## src/pkg/trfc_regs.vh

```
// Constants of the temperature result formatter
`ifndef TRFC_REGS_VH
`define TRFC_REGS_VH
`define TRFC_RES_14 2'h0
`define TRFC_RES_12 2'h1
`define TRFC_RES_13 2'h2
`define TRFC_RES_11 2'h3
`define TRFC_RES_RESET 2'h0
`define TRFC_STAT_TYPE_BIT 1
`define TRFC_STAT_FREE_BIT 0
`define TRFC_TYPE_TEMP 1'h0
`define TRFC_BYTE_BITS 4'h8
`define TRFC_LOWSUP_RESET 1'h0
`endif

```

## src/hdl/trfc_result_tx.v

```verilog
// Temperature result formatter and serial byte shifter with acknowledge slots
`include "trfc_regs.vh"
// Operation
// - Results come at 14-bit resolution after reset until another is selected.
// - A 16-bit result goes as two bytes, high byte first, or as the high byte only if the host nacks it.
// - Bits within each byte leave most significant first, left aligned.
// - An acknowledge slot follows every result byte before next byte or end.
// - Low-supply flag is refreshed once per completed measurement only.
// - Two lowest bits carry status; upper is type, zero for temperature.
// - Low-supply flag set below 2.25 V threshold, cleared above it.
module trfc_result_tx #(
  parameter RAW_W = 14
) (
  input wire CORE_CLK_IN,
  input wire RESETN_IN,
  input wire CLK_EN_IN,
  input wire [1:0] RES_SEL_IN,
  input wire RES_SEL_WR_IN,
  input wire MEAS_DONE_IN,
  input wire [RAW_W-1:0] MEAS_RAW_IN,
  input wire SUPPLY_LOW_IN,
  input wire START_TX_IN,
  input wire LINK_SCL_IN,
  input wire LINK_SDA_IN,
  output reg LINK_SDA_OUT,
  output reg LINK_SDA_OE_N_OUT,
  output reg [1:0] RES_OUT,
  output reg LOW_SUPPLY_OUT,
  output reg [15:0] RESULT_OUT,
  output reg TX_BUSY_OUT,
  output reg HOST_ACK_OUT,
  output reg TX_DONE_OUT
);
  localparam ST_IDLE = 4'h1;
  localparam ST_DATA = 4'h2;
  localparam ST_ACK = 4'h4;
  localparam ST_END = 4'h8;

  reg [3:0] state_reg;
  reg [2:0] scl_sync_reg;
  reg [1:0] sda_sync_reg;
  reg [1:0] sup_sync_reg;
  reg [3:0] bit_cnt_reg;
  reg byte_sel_reg;
  reg [15:0] shift_word_reg;
  wire scl_fall;
  wire scl_rise;
  wire [15:0] aligned_word;

  // Left-justify the raw value to 14 bits of temperature then status pair
  function [15:0] trfc_pack;
    input [RAW_W-1:0] raw;
    input [1:0] res;
    reg [13:0] t;
    begin
      t = raw[RAW_W-1 -: 14];
      // Coarser settings zero the unused low bits; formula stays the same
      case (res)
        `TRFC_RES_12: t = {t[13:2], 2'h0};
        `TRFC_RES_13: t = {t[13:1], 1'h0};
        `TRFC_RES_11: t = {t[13:3], 3'h0};
        default: t = t;
      endcase
      trfc_pack = {t, `TRFC_TYPE_TEMP, 1'h0};
    end
  endfunction

  assign aligned_word = trfc_pack(MEAS_RAW_IN, RES_OUT);
  // Only the synchronised stages feed edge detection
  assign scl_fall = scl_sync_reg[2] & ~scl_sync_reg[1];
  assign scl_rise = ~scl_sync_reg[2] & scl_sync_reg[1];

  // Pin synchronisers, two stages before any logic
  always @(posedge CORE_CLK_IN) begin
    if (!RESETN_IN) begin
      scl_sync_reg <= 3'h7;
      sda_sync_reg <= 2'h3;
      sup_sync_reg <= 2'h0;
    end else if (CLK_EN_IN) begin
      scl_sync_reg <= {scl_sync_reg[1:0], LINK_SCL_IN};
      sda_sync_reg <= {sda_sync_reg[0], LINK_SDA_IN};
      sup_sync_reg <= {sup_sync_reg[0], SUPPLY_LOW_IN};
    end
  end

  // Resolution setting and per-measurement result capture
  always @(posedge CORE_CLK_IN) begin
    if (!RESETN_IN) begin
      RES_OUT <= `TRFC_RES_RESET;
      LOW_SUPPLY_OUT <= `TRFC_LOWSUP_RESET;
      RESULT_OUT <= 16'h0000;
    end else if (CLK_EN_IN) begin
      if (RES_SEL_WR_IN)
        RES_OUT <= RES_SEL_IN;
      // Flag sampled only at completion, so supply dips between runs are unseen
      if (MEAS_DONE_IN) begin
        LOW_SUPPLY_OUT <= sup_sync_reg[1];
        RESULT_OUT <= aligned_word;
      end
    end
  end

  // Byte shifter: data changes on SCL fall, host ack sampled on SCL rise
  always @(posedge CORE_CLK_IN) begin
    if (!RESETN_IN) begin
      state_reg <= ST_IDLE;
      bit_cnt_reg <= 4'h0;
      byte_sel_reg <= 1'h0;
      shift_word_reg <= 16'h0000;
      LINK_SDA_OUT <= 1'h1;
      LINK_SDA_OE_N_OUT <= 1'h1;
      TX_BUSY_OUT <= 1'h0;
      HOST_ACK_OUT <= 1'h0;
      TX_DONE_OUT <= 1'h0;
    end else if (CLK_EN_IN) begin
      TX_DONE_OUT <= 1'h0;
      case (state_reg)
        ST_IDLE: begin
          LINK_SDA_OE_N_OUT <= 1'h1;
          if (START_TX_IN) begin
            shift_word_reg <= RESULT_OUT;
            byte_sel_reg <= 1'h0;
            bit_cnt_reg <= 4'h0;
            TX_BUSY_OUT <= 1'h1;
            state_reg <= ST_DATA;
          end
        end
        ST_DATA: begin
          if (scl_fall) begin
            if (bit_cnt_reg == `TRFC_BYTE_BITS) begin
              LINK_SDA_OE_N_OUT <= 1'h1; // Release for host ack
              state_reg <= ST_ACK;
            end else begin
              LINK_SDA_OUT <= shift_word_reg[15];
              LINK_SDA_OE_N_OUT <= 1'h0;
              shift_word_reg <= {shift_word_reg[14:0], 1'h0};
              bit_cnt_reg <= bit_cnt_reg + 4'h1;
            end
          end
        end
        ST_ACK: begin
          if (scl_rise) begin
            HOST_ACK_OUT <= ~sda_sync_reg[1];
            bit_cnt_reg <= 4'h0;
            // Nack or second byte ends transfer; high byte went first
            if (byte_sel_reg || sda_sync_reg[1]) begin
              state_reg <= ST_END;
            end else begin
              byte_sel_reg <= 1'h1;
              state_reg <= ST_DATA;
            end
          end
        end
        ST_END: begin
          TX_BUSY_OUT <= 1'h0;
          TX_DONE_OUT <= 1'h1;
          state_reg <= ST_IDLE;
        end
        default: state_reg <= ST_IDLE;
      endcase
    end
  end
endmodule

```

## config.mk

```make
export PLATFORM = sky130hd
export DESIGN_NAME = trfc_result_tx
export DESIGN_NICKNAME = d
export VERILOG_FILES = /design/src/hdl/trfc_result_tx.v
export VERILOG_INCLUDE_DIRS = /design/src /design/src/pkg
export SDC_FILE = /design/constraint.sdc
export NUM_CORES = 1
export LEC_CHECK = 0
export BUFFER_PORTS_ARGS = -buffer_cell sky130_fd_sc_hd__buf_2
export CORE_AREA = 2 2 69 71
export CTS_BUF_LIST = sky130_fd_sc_hd__clkbuf_4
export CTS_CLUSTER_DIAMETER = 120
export DETAILED_ROUTE_END_ITERATION = 10
export DIE_AREA = 0 0 71 73
export PLACE_DENSITY = 0.86
export SLEW_MARGIN = 20
export SYNTH_ARGS = -nofsm -noshare
export SYNTH_HDL_FRONTEND = slang
export SYNTH_SLANG_ARGS = --single-unit
export TNS_END_PERCENT = 50
```

## constraint.sdc

```tcl
create_clock -name CORE_CLK_IN -period 2.8 [get_ports CORE_CLK_IN]
set_clock_uncertainty 0.2 [all_clocks]
set_input_delay 0.14 -clock CORE_CLK_IN [delete_from_list [all_inputs] [get_ports CORE_CLK_IN]]
set_output_delay 0.14 -clock CORE_CLK_IN [all_outputs]
set_load 0.05 [all_outputs]
```

==> results.toml, run 1 <==
[run_status]
status = "finished, final reports clean"

[logic_synthesis]
syn_area_per_cell_um2 = 8.826
syn_inst = 276
ys_async_sr_fraction = 0
yosys-top-cells-area = "dfxtp_1 (43%), nand2_1 (11%), mux2i_1 (9.0%), mux2_2 (6.0%), a21oi_1 (4.5%)"
yosysWarnings = 0
synth_cell_types = 43
synth-seq-cells = 52
yosysTopAreaCell = "dfxtp_1"
synth_edf_count = 0
yosysSeqAreaShare = 0.4273
ys.flop_type = "dfxtp_1"
yosys-top-cells-count = "nand2_1 (69), dfxtp_1 (52), a21oi_1 (22), mux2i_1 (22), clkbuf_1 (15)"
synth_top_area_frac = 0.4273
synth_area_um2 = 2436
synthMostInstantiatedCell = "nand2_1"

[setup_path]
crit_family = "simple AND/OR/NAND/NOR gates"
cpMaxStageDelayCell = "dfxtp_1"
worstSetupEndpointType = "flop"
cp_slowest_stage_delay_ps = 560
crit_required_ps = 2870
cp_num_buf_inv = 1
start_kind = "flop"
critPathKind = "flop to flop"
cp_max_fo = 14
path_cells = "or4b_4 > or3_1 > o21a_1 > buf_4 > a32o_1"
arrival_ps = 2560

[clock_network]
cts_setup_buffers = 0
cts_resized = 0
h-tree-depth = 2
cts_tree = "built"
cts_max_path_buffers = 2
insertion_delay_ps = 360
cts.reportedPaths.clkPinSlew_ps = 140
clock-root-buffer = "clkbuf_4"
clock-sinks = 52
cts_made_buffers = 5

[power_and_ir_drop]
p_per_area_nw_per_um2 = 466.1
ir_drop_uv = 375.1
leakagePower_nw = 1.307

[die]
start_util = 0.5371
die-height_um = 73
die-area_um2 = 5183
ioPinCount = 49
fp.dieW_um = 71
core_area_um2 = 4536
num_rows = 25

[finish]
nets = 367
seqCellArea_um2 = 1041
multi_input_area_um2 = 1247
syn_to_final_growth_pct = 21.83
nFillCells = 349
drive_gt1_frac = 0.2317
diodes = 0

[job]
cap_violations = 0

[global_routing]
grt_start_max_net_pins = 32
gr-total-overflow = 0
grt_pass1_vias = 2047
antenna_found_initial = 0
grt_pass1_wl_mm = 9.308
grt_usage = 0.2272

[route]
drt-total-wl_mm = 5.598
drt_iter0_markers = 128
wl_per_cell_um = 14.17
dr.pass1.iters = 4
drc = 0
vias = 2122
via_per_inst = 5.372
final_antenna_net_count = 0

[placed_design]
dpl.hpwl_mm = 3.497
io_buffers = 46
place_ws_ps = 327.5
routabilityCongestion = 0.8287

[sta]
holdWs_ps = 51.02
fin_crit_sh = 0.8886
fin_ws_ps = 312.0
fmax_mhz = 401.9
min_period_ps = 2488
hold_viol = 0
rsz0062_at_grt = "no"
setup_tns_ps = 0
max_slew.worst_pin.slew_ps = 806.2
setup_viol = 0
max-slew-margin-rel = 0.4622
slew_viol_final = 0

[worst_hold_path]
hp-class = "primary input to flop"
## per-stage QoR
stage,instance area [µm²],util,cells,power (mW)
final,2968,0.6543,395,1.383
after global routing,2968,0.6543,395,1.442
after CTS,2968,0.6543,395,1.388
after detailed placement,2646,0.5834,361,1.020
after global placement,2646,0.5834,361,1.015
after floorplan,2440,-,277,0.9726
## report_power, final
part / total, mW / switching (mW) / internal (mW)
registers: 0.789 / 0.0245 / 0.765
clock network: 0.348 / 0.227 / 0.121
logic: 0.246 / 0.143 / 0.103
## worst register-to-register path, stage by stage (launching register included)
cell	delay, ps
dfxtp_1	560
or4b_4	550
or3_1	460
o21a_1	160
buf_4	200
a32o_1	280
## what timing repair did
action,CTS,global route
hold endpoints to repair,28,0
setup endpoints to repair,0,0
hold buffers,26,0
## per-layer routing
metal	track usage	routed length [µm]	vias up	share of wire
met5	0	0	-	0
met4	0.09015	111	0	0.020
met3	0.05387	237	12	0.042
met2	0.3925	2814	50	0.50
met1	0.2739	2435	980	0.43
li1	-	-	1080	-
## path summary, 6_finish.rpt
path                                         start            endpoint  slack (ps)  cells after the start
worst max-delay path                  state_reg[1]   shift_word_reg[2]         310                      5
worst min-delay path                   START_TX_IN        state_reg[2]          50                      5
worst max register to register        state_reg[1]   shift_word_reg[2]         310                      5
worst min register to register  shift_word_reg[14]  shift_word_reg[14]         280                      2
## area by class of cell
type                            count  area share
Inverter                            4    0.005059
Sequential cell                    52      0.3508
Clock buffer                        7     0.01771
Multi-Input combinational cell    199      0.4203
Tap cell                           54     0.02277
Clock inverter                      1    0.002951
Timing Repair Buffer               78      0.1804
## cell families (layout without fill, tap and decap cells)
group | Yosys count | after routing | share of synthesized area
other | 1 | 2 | 0.001539
buffers and inverters | 26 | 90 | 0.06214
flip-flops | 52 | 52 | 0.4273
XOR/XNOR | 2 | 2 | 0.007192
AO/OA/AOI/OAI | 46 | 46 | 0.1228
multiplexers | 35 | 35 | 0.1505
adder cells (fa/ha/maj) | 2 | 2 | 0.01027
AND/OR/NAND/NOR | 112 | 112 | 0.2183
## cells in the final DEF (no fill, tap or decap), drive strengths merged, types with 3 or more instances in the layout
cell	n
clkbuf	7
or4	3
mux2	13
dfxtp	52
nand3	7
buf	52
dlygate4sd3	26
nand2	69
nand2b	3
nand3b	3
a2bb2oi	4
inv	3
nor3	5
nor2	7
or4b	3
a21oi	22
mux2i	22
o21ai	5
No activity file was read; power rests on OpenSTA's default activity.
==> run 2: changes to the inputs <==
==> constraint.sdc (replaced) <==
create_clock -name CORE_CLK_IN -period 2.8 [get_ports CORE_CLK_IN]
set_clock_uncertainty 0.2 [all_clocks]
set_input_delay 0.56 -clock CORE_CLK_IN [delete_from_list [all_inputs] [get_ports CORE_CLK_IN]]
set_output_delay 0.56 -clock CORE_CLK_IN [all_outputs]
set_load 0.05 [all_outputs]
==> run 2 against run 1 <==
  * Wire length down 11%
  * Critical path depth unchanged
  * Largest cell class unchanged
  * Hold slack better by 140 ps
  * Critical endpoint unchanged
  * Setup slack worse by 19 ps
  * Sequential share of layout area up 3.4 points
  * Largest power group unchanged
  * Combinational power down 12%
  * Clock power down 4%
  * Critical path type unchanged
==> results.toml, run 2 (synthesis gave the netlist of run 1 again) <==
[setup_path]
worstSetupEndpointType = "flop"
r2r-start = "state_reg[1]"
r2r_end = "shift_word_reg[2]"
start_kind = "flop"
r2r_slack_ps = 290
cp_max_fo = 14
arrival_ps = 2590
worstRegToRegCells = 5
crit_required_ps = 2880
critPathKind = "flop to flop"

[finish]
diodes = 0
final_cell_area_um2 = 2703
final_common_cell = "nand2_1"
seqCellArea_um2 = 1041
multi_input_area_um2 = 1247
nFillCells = 403
layout_common_cells = "nand2_1 (69), dfxtp_1 (52), buf_2 (46)"
syn_to_final_growth_pct = 10.94
drive_gt1_frac = 0.2476
nets = 341

[global_routing]
gr-max-usage-layer = "met2"
antenna_found_initial = 0
grt_pass1_vias = 1791
grt_util_met3 = 0.04282
met1_usage = 0.2586
grt_pass1_wl_mm = 8.017
grt_usage = 0.1932
use_met2 = 0.3011
grt_start_max_net_pins = 28
gr-total-overflow = 0

[power_and_ir_drop]
leakagePower_nw = 1.190
ir_drop_uv = 337.5
p_per_area_nw_per_um2 = 495.7

[sta]
min_period_ps = 2507
setup_viol = 0
max_slew.worst_pin.slew_ps = 709.7
hold_viol = 0
setup_tns_ps = 0
fin_crit_sh = 0.8953
slew_viol_final = 0
rsz0062_at_grt = "no"
max-slew-margin-rel = 0.5266
fmax_mhz = 398.9

[clock_network]
cts_setup_buffers = 0
clock-root-buffer = "clkbuf_4"
h-tree-depth = 2
holdBufCountCts = 0
clock-sinks = 52
cts_made_buffers = 5
insertion_delay_ps = 370
cts_tree = "built"
cts.reportedPaths.clkPinSlew_ps = 150
cts_max_path_buffers = 2
cts_resized = 0

[route]
via_per_inst = 5.469
drt-total-wl_mm = 4.973
dr.pass1.iters = 4
wl_per_cell_um = 13.48
vias = 2018
drc = 0
drt_iter0_markers = 125
final_antenna_net_count = 0

[worst_hold_path]
hp-start = "LINK_SCL_IN"
hold_path_end = "scl_sync_reg[0]"
hp-class = "primary input to flop"
min_path_cells = 3

[die]
core_area_um2 = 4536
num_rows = 25
die-height_um = 73
ioPinCount = 49
die-area_um2 = 5183
fp.dieW_um = 71
start_util = 0.5371

[placed_design]
routabilityCongestion = 0.8147
io_buffers = 46
dpl.hpwl_mm = 3.464
dpl_cell_area_um2 = 2646

[run_status]
status = "finished, final reports clean"

[job]
cap_violations = 0
[run 2: cell count changes in the layout (fill, tap and decap cells not counted)]
| cell | before | now |
|---|---|---|
| clkinv_4 | 1 | 0 |
| clkbuf_4 | 7 | 5 |
| clkinvlp_4 | 0 | 2 |
| clkinv_1 | 1 | 2 |
| dlygate4sd3_1 | 26 | 0 |
[run 2: cell type report]
cell class / instances / area share
Tap cell: 54 / 0.02500
Sequential cell: 52 / 0.3852
Clock inverter: 3 / 0.006944
Inverter: 4 / 0.005556
Multi-Input combinational cell: 199 / 0.4616
Clock buffer: 5 / 0.01389
Timing Repair Buffer: 52 / 0.1019
[run 2: worst max path at each step]
stage	start	cells past startpoint	to
floorplan	state_reg[3]	9	shift_word_reg[10]
global placement	state_reg[1]	5	shift_word_reg[2]
detailed placement	state_reg[1]	5	shift_word_reg[2]
CTS	state_reg[1]	5	shift_word_reg[2]
global route	state_reg[1]	5	shift_word_reg[15]
finish	state_reg[1]	5	shift_word_reg[2]
[run 2: metal layers]
| layer | routed length (µm) | vias up |
|---|---|---|
| li1 | - | 1028 |
| met1 | 2395 | 939 |
| met2 | 2268 | 43 |
| met3 | 226 | 8 |
| met4 | 84 | 0 |
| met5 | 0 | - |
[run 2: worst max-delay path: stages (launching register included)]
cell and delay, ps:
dfxtp_1 560, or4b_4 540, or3_1 480, o21a_1 160, buf_4 200, a32o_1 270
[run 2: report_power, final]
group | total [mW] | switching, mW | leakage (nW) | internal, mW
combinational | 0.216 | 0.136 | 0.743 | 0.0799
clock | 0.335 | 0.240 | 0.0249 | 0.0950
sequential | 0.790 | 0.0246 | 0.423 | 0.765
[run 2: through the flow]
step / power (mW) / hold slack [ps] / instances / worst slack [ps] / utilization
floorplan: 0.9726 / 231.3 / 277 / 485.6 / -
global placement: 1.016 / 240.6 / 361 / 368.3 / 0.5834
detailed placement: 1.021 / 252.6 / 361 / 339.3 / 0.5834
CTS: 1.352 / 178.0 / 369 / 297.2 / 0.5959
global route: 1.398 / 179.4 / 369 / 235.2 / 0.5959
finish: 1.340 / 191.4 / 369 / 293.2 / 0.5959
==> run 3: changes to the inputs <==
--- a/config.mk
+++ b/config.mk
@@ -12,7 +12,7 @@
 export CTS_CLUSTER_DIAMETER = 120
 export DETAILED_ROUTE_END_ITERATION = 10
 export DIE_AREA = 0 0 71 73
-export PLACE_DENSITY = 0.86
+export PLACE_DENSITY_LB_ADDON = 0.25
 export SLEW_MARGIN = 20
 export SYNTH_ARGS = -nofsm -noshare
 export SYNTH_HDL_FRONTEND = slang
==> run 3 against run 2 <==
  * Register-to-register slack gained 70 ps
  * First-iteration DRC count up 17%
  * Via count is 1.3% lower
  * Critical path depth unchanged
  * Count of clock-buffer cells in the layout up 1
  * Clock power is 2% lower
  * Final cell count is the same
  * Combinational power barely moved
  * Sequential cell count stayed put
  * Wire length shrank 1.9%
  * Hold slack improved by 6.2 ps
  * Sequential share of layout area fell by 0.20 points
  * Largest cell class unchanged
==> results.toml, run 3 (synthesis gave the netlist of run 1 again) <==
[setup_path]
crit_required_ps = 2920
r2r_end = "shift_word_reg[10]"
worstRegToRegCells = 5
cp-startpoint = "state_reg[1]"
worstSetupEndpointType = "flop"
critPathKind = "flop to flop"
arrival_ps = 2560
cp_max_fo = 18
r2r-start = "state_reg[1]"
endpoint = "shift_word_reg[10]"
start_kind = "flop"
r2r_slack_ps = 360

[clock_network]
clock-root-buffer = "clkbuf_4"
insertion_delay_ps = 370
cts_made_buffers = 5
cts_tree = "built"
holdBufCountCts = 0
cts_resized = 0
clock-sinks = 52
h-tree-depth = 2
cts_setup_buffers = 0
cts_max_path_buffers = 2
cts.reportedPaths.clkPinSlew_ps = 150

[sta]
max-slew-margin-rel = 0.4841
slew_viol_final = 0
hold_viol = 0
rsz0062_at_grt = "no"
max_slew.worst_pin.slew_ps = 769.1
fin_crit_sh = 0.8714
min_period_ps = 2440
fmax_mhz = 409.8
setup_tns_ps = 0
setup_viol = 0

[route]
top_layer = "met4"
met2_length_mm = 2.339
drt-total-wl_mm = 4.879
wl_per_cell_um = 13.22
drc = 0
vias = 1991
dr.pass1.iters = 4
wl_met1_mm = 2.273
via_per_inst = 5.396
drt_iter0_markers = 146
final_antenna_net_count = 0
wl_met3_um = 184

[worst_hold_path]
hp-start = "LINK_SCL_IN"
hp-class = "primary input to flop"

[job]
cap_violations = 0

[finish]
layout_common_cells = "nand2_1 (69), dfxtp_1 (52), buf_2 (46)"
syn_to_final_growth_pct = 11.51
drive_gt1_frac = 0.2508
diodes = 0
seqCellArea_um2 = 1041
nets = 342
final_common_cell = "nand2_1"
final_cell_area_um2 = 2716
multi_input_area_um2 = 1247
nFillCells = 393

[die]
fp.dieW_um = 71
die-height_um = 73
num_rows = 25
ioPinCount = 49
core_area_um2 = 4536
start_util = 0.5371
die-area_um2 = 5183

[run_status]
status = "finished, final reports clean"

[placed_design]
dpl.hpwl_mm = 3.446
routabilityCongestion = 0.8282
io_buffers = 46
dpl_cell_area_um2 = 2666

[power_and_ir_drop]
ir_drop_uv = 359.3
p_per_area_nw_per_um2 = 492.3
leakagePower_nw = 1.207

[global_routing]
grt_usage = 0.2021
grt_pass1_vias = 1786
antenna_found_initial = 0
grt_pass1_wl_mm = 8.355
grt_start_max_net_pins = 43
gr-total-overflow = 0
==> run 3: cell types whose count changed in the layout (fill, tap and decap cells not counted) <==
| cell | before | now |
|---|---|---|
| buf_12 | 0 | 1 |
| clkinvlp_4 | 2 | 0 |
| clkbuf_4 | 5 | 6 |
| clkinv_2 | 0 | 1 |
| clkinv_1 | 2 | 1 |
==> run 3: where the power goes <==
| group | leakage [nW] | switching (mW) | total, mW | internal [mW] |
|---|---|---|---|---|
| Clock | 0.0315 | 0.226 | 0.329 | 0.103 |
| Combinational | 0.753 | 0.135 | 0.219 | 0.0841 |
| Sequential | 0.423 | 0.0246 | 0.789 | 0.765 |
==> run 3: worst min path at each step <==
stage | end | depth (start not counted) | slack [ps]
2_1_floorplan | LOW_SUPPLY_OUT | 2 | 230
3_3_place_gp | LOW_SUPPLY_OUT | 2 | 240
3_5_place_dp | LOW_SUPPLY_OUT | 2 | 250
4_1_cts | scl_sync_reg[0] | 3 | 180
5_1_grt | RESULT_OUT[12] | 3 | 190
6_report | scl_sync_reg[0] | 3 | 200
==> run 3: area by class of cell <==
| type | instances | area share |
|---|---|---|
| Timing Repair Buffer | 53 | 0.1087 |
| Sequential cell | 52 | 0.3832 |
| Clock inverter | 1 | 0.001842 |
| Inverter | 4 | 0.005527 |
| Tap cell | 54 | 0.02487 |
| Multi-Input combinational cell | 199 | 0.4592 |
| Clock buffer | 6 | 0.01658 |
==> run 3: per-layer routing <==
layer  GRT usage  vias up
met5           0        -
li1            -     1032
met3     0.04696        7
met2      0.3427       37
met1      0.2550      915
met4     0.06709        0
==> run 3: critical path, cell delays in order (launching register included) <==
cell	delay (ps)
dfxtp_1	550
or4b_4	650
a2bb2oi_1	240
o21a_1	360
buf_4	220
mux2i_1	170
==> run 3: stage by stage <==
stage                     cells  power, mW    util  hold WS [ps]  worst slack, ps
after CTS                   369      1.348  0.5989         182.9            335.0
after global routing        369      1.405  0.5989         192.6            190.1
after floorplan             277     0.9726       -         231.3            485.6
after detailed placement    362      1.025  0.5879         246.7            370.4
final                       369      1.337  0.5989         197.6            360.0
after global placement      362      1.023  0.5879         243.2            408.7
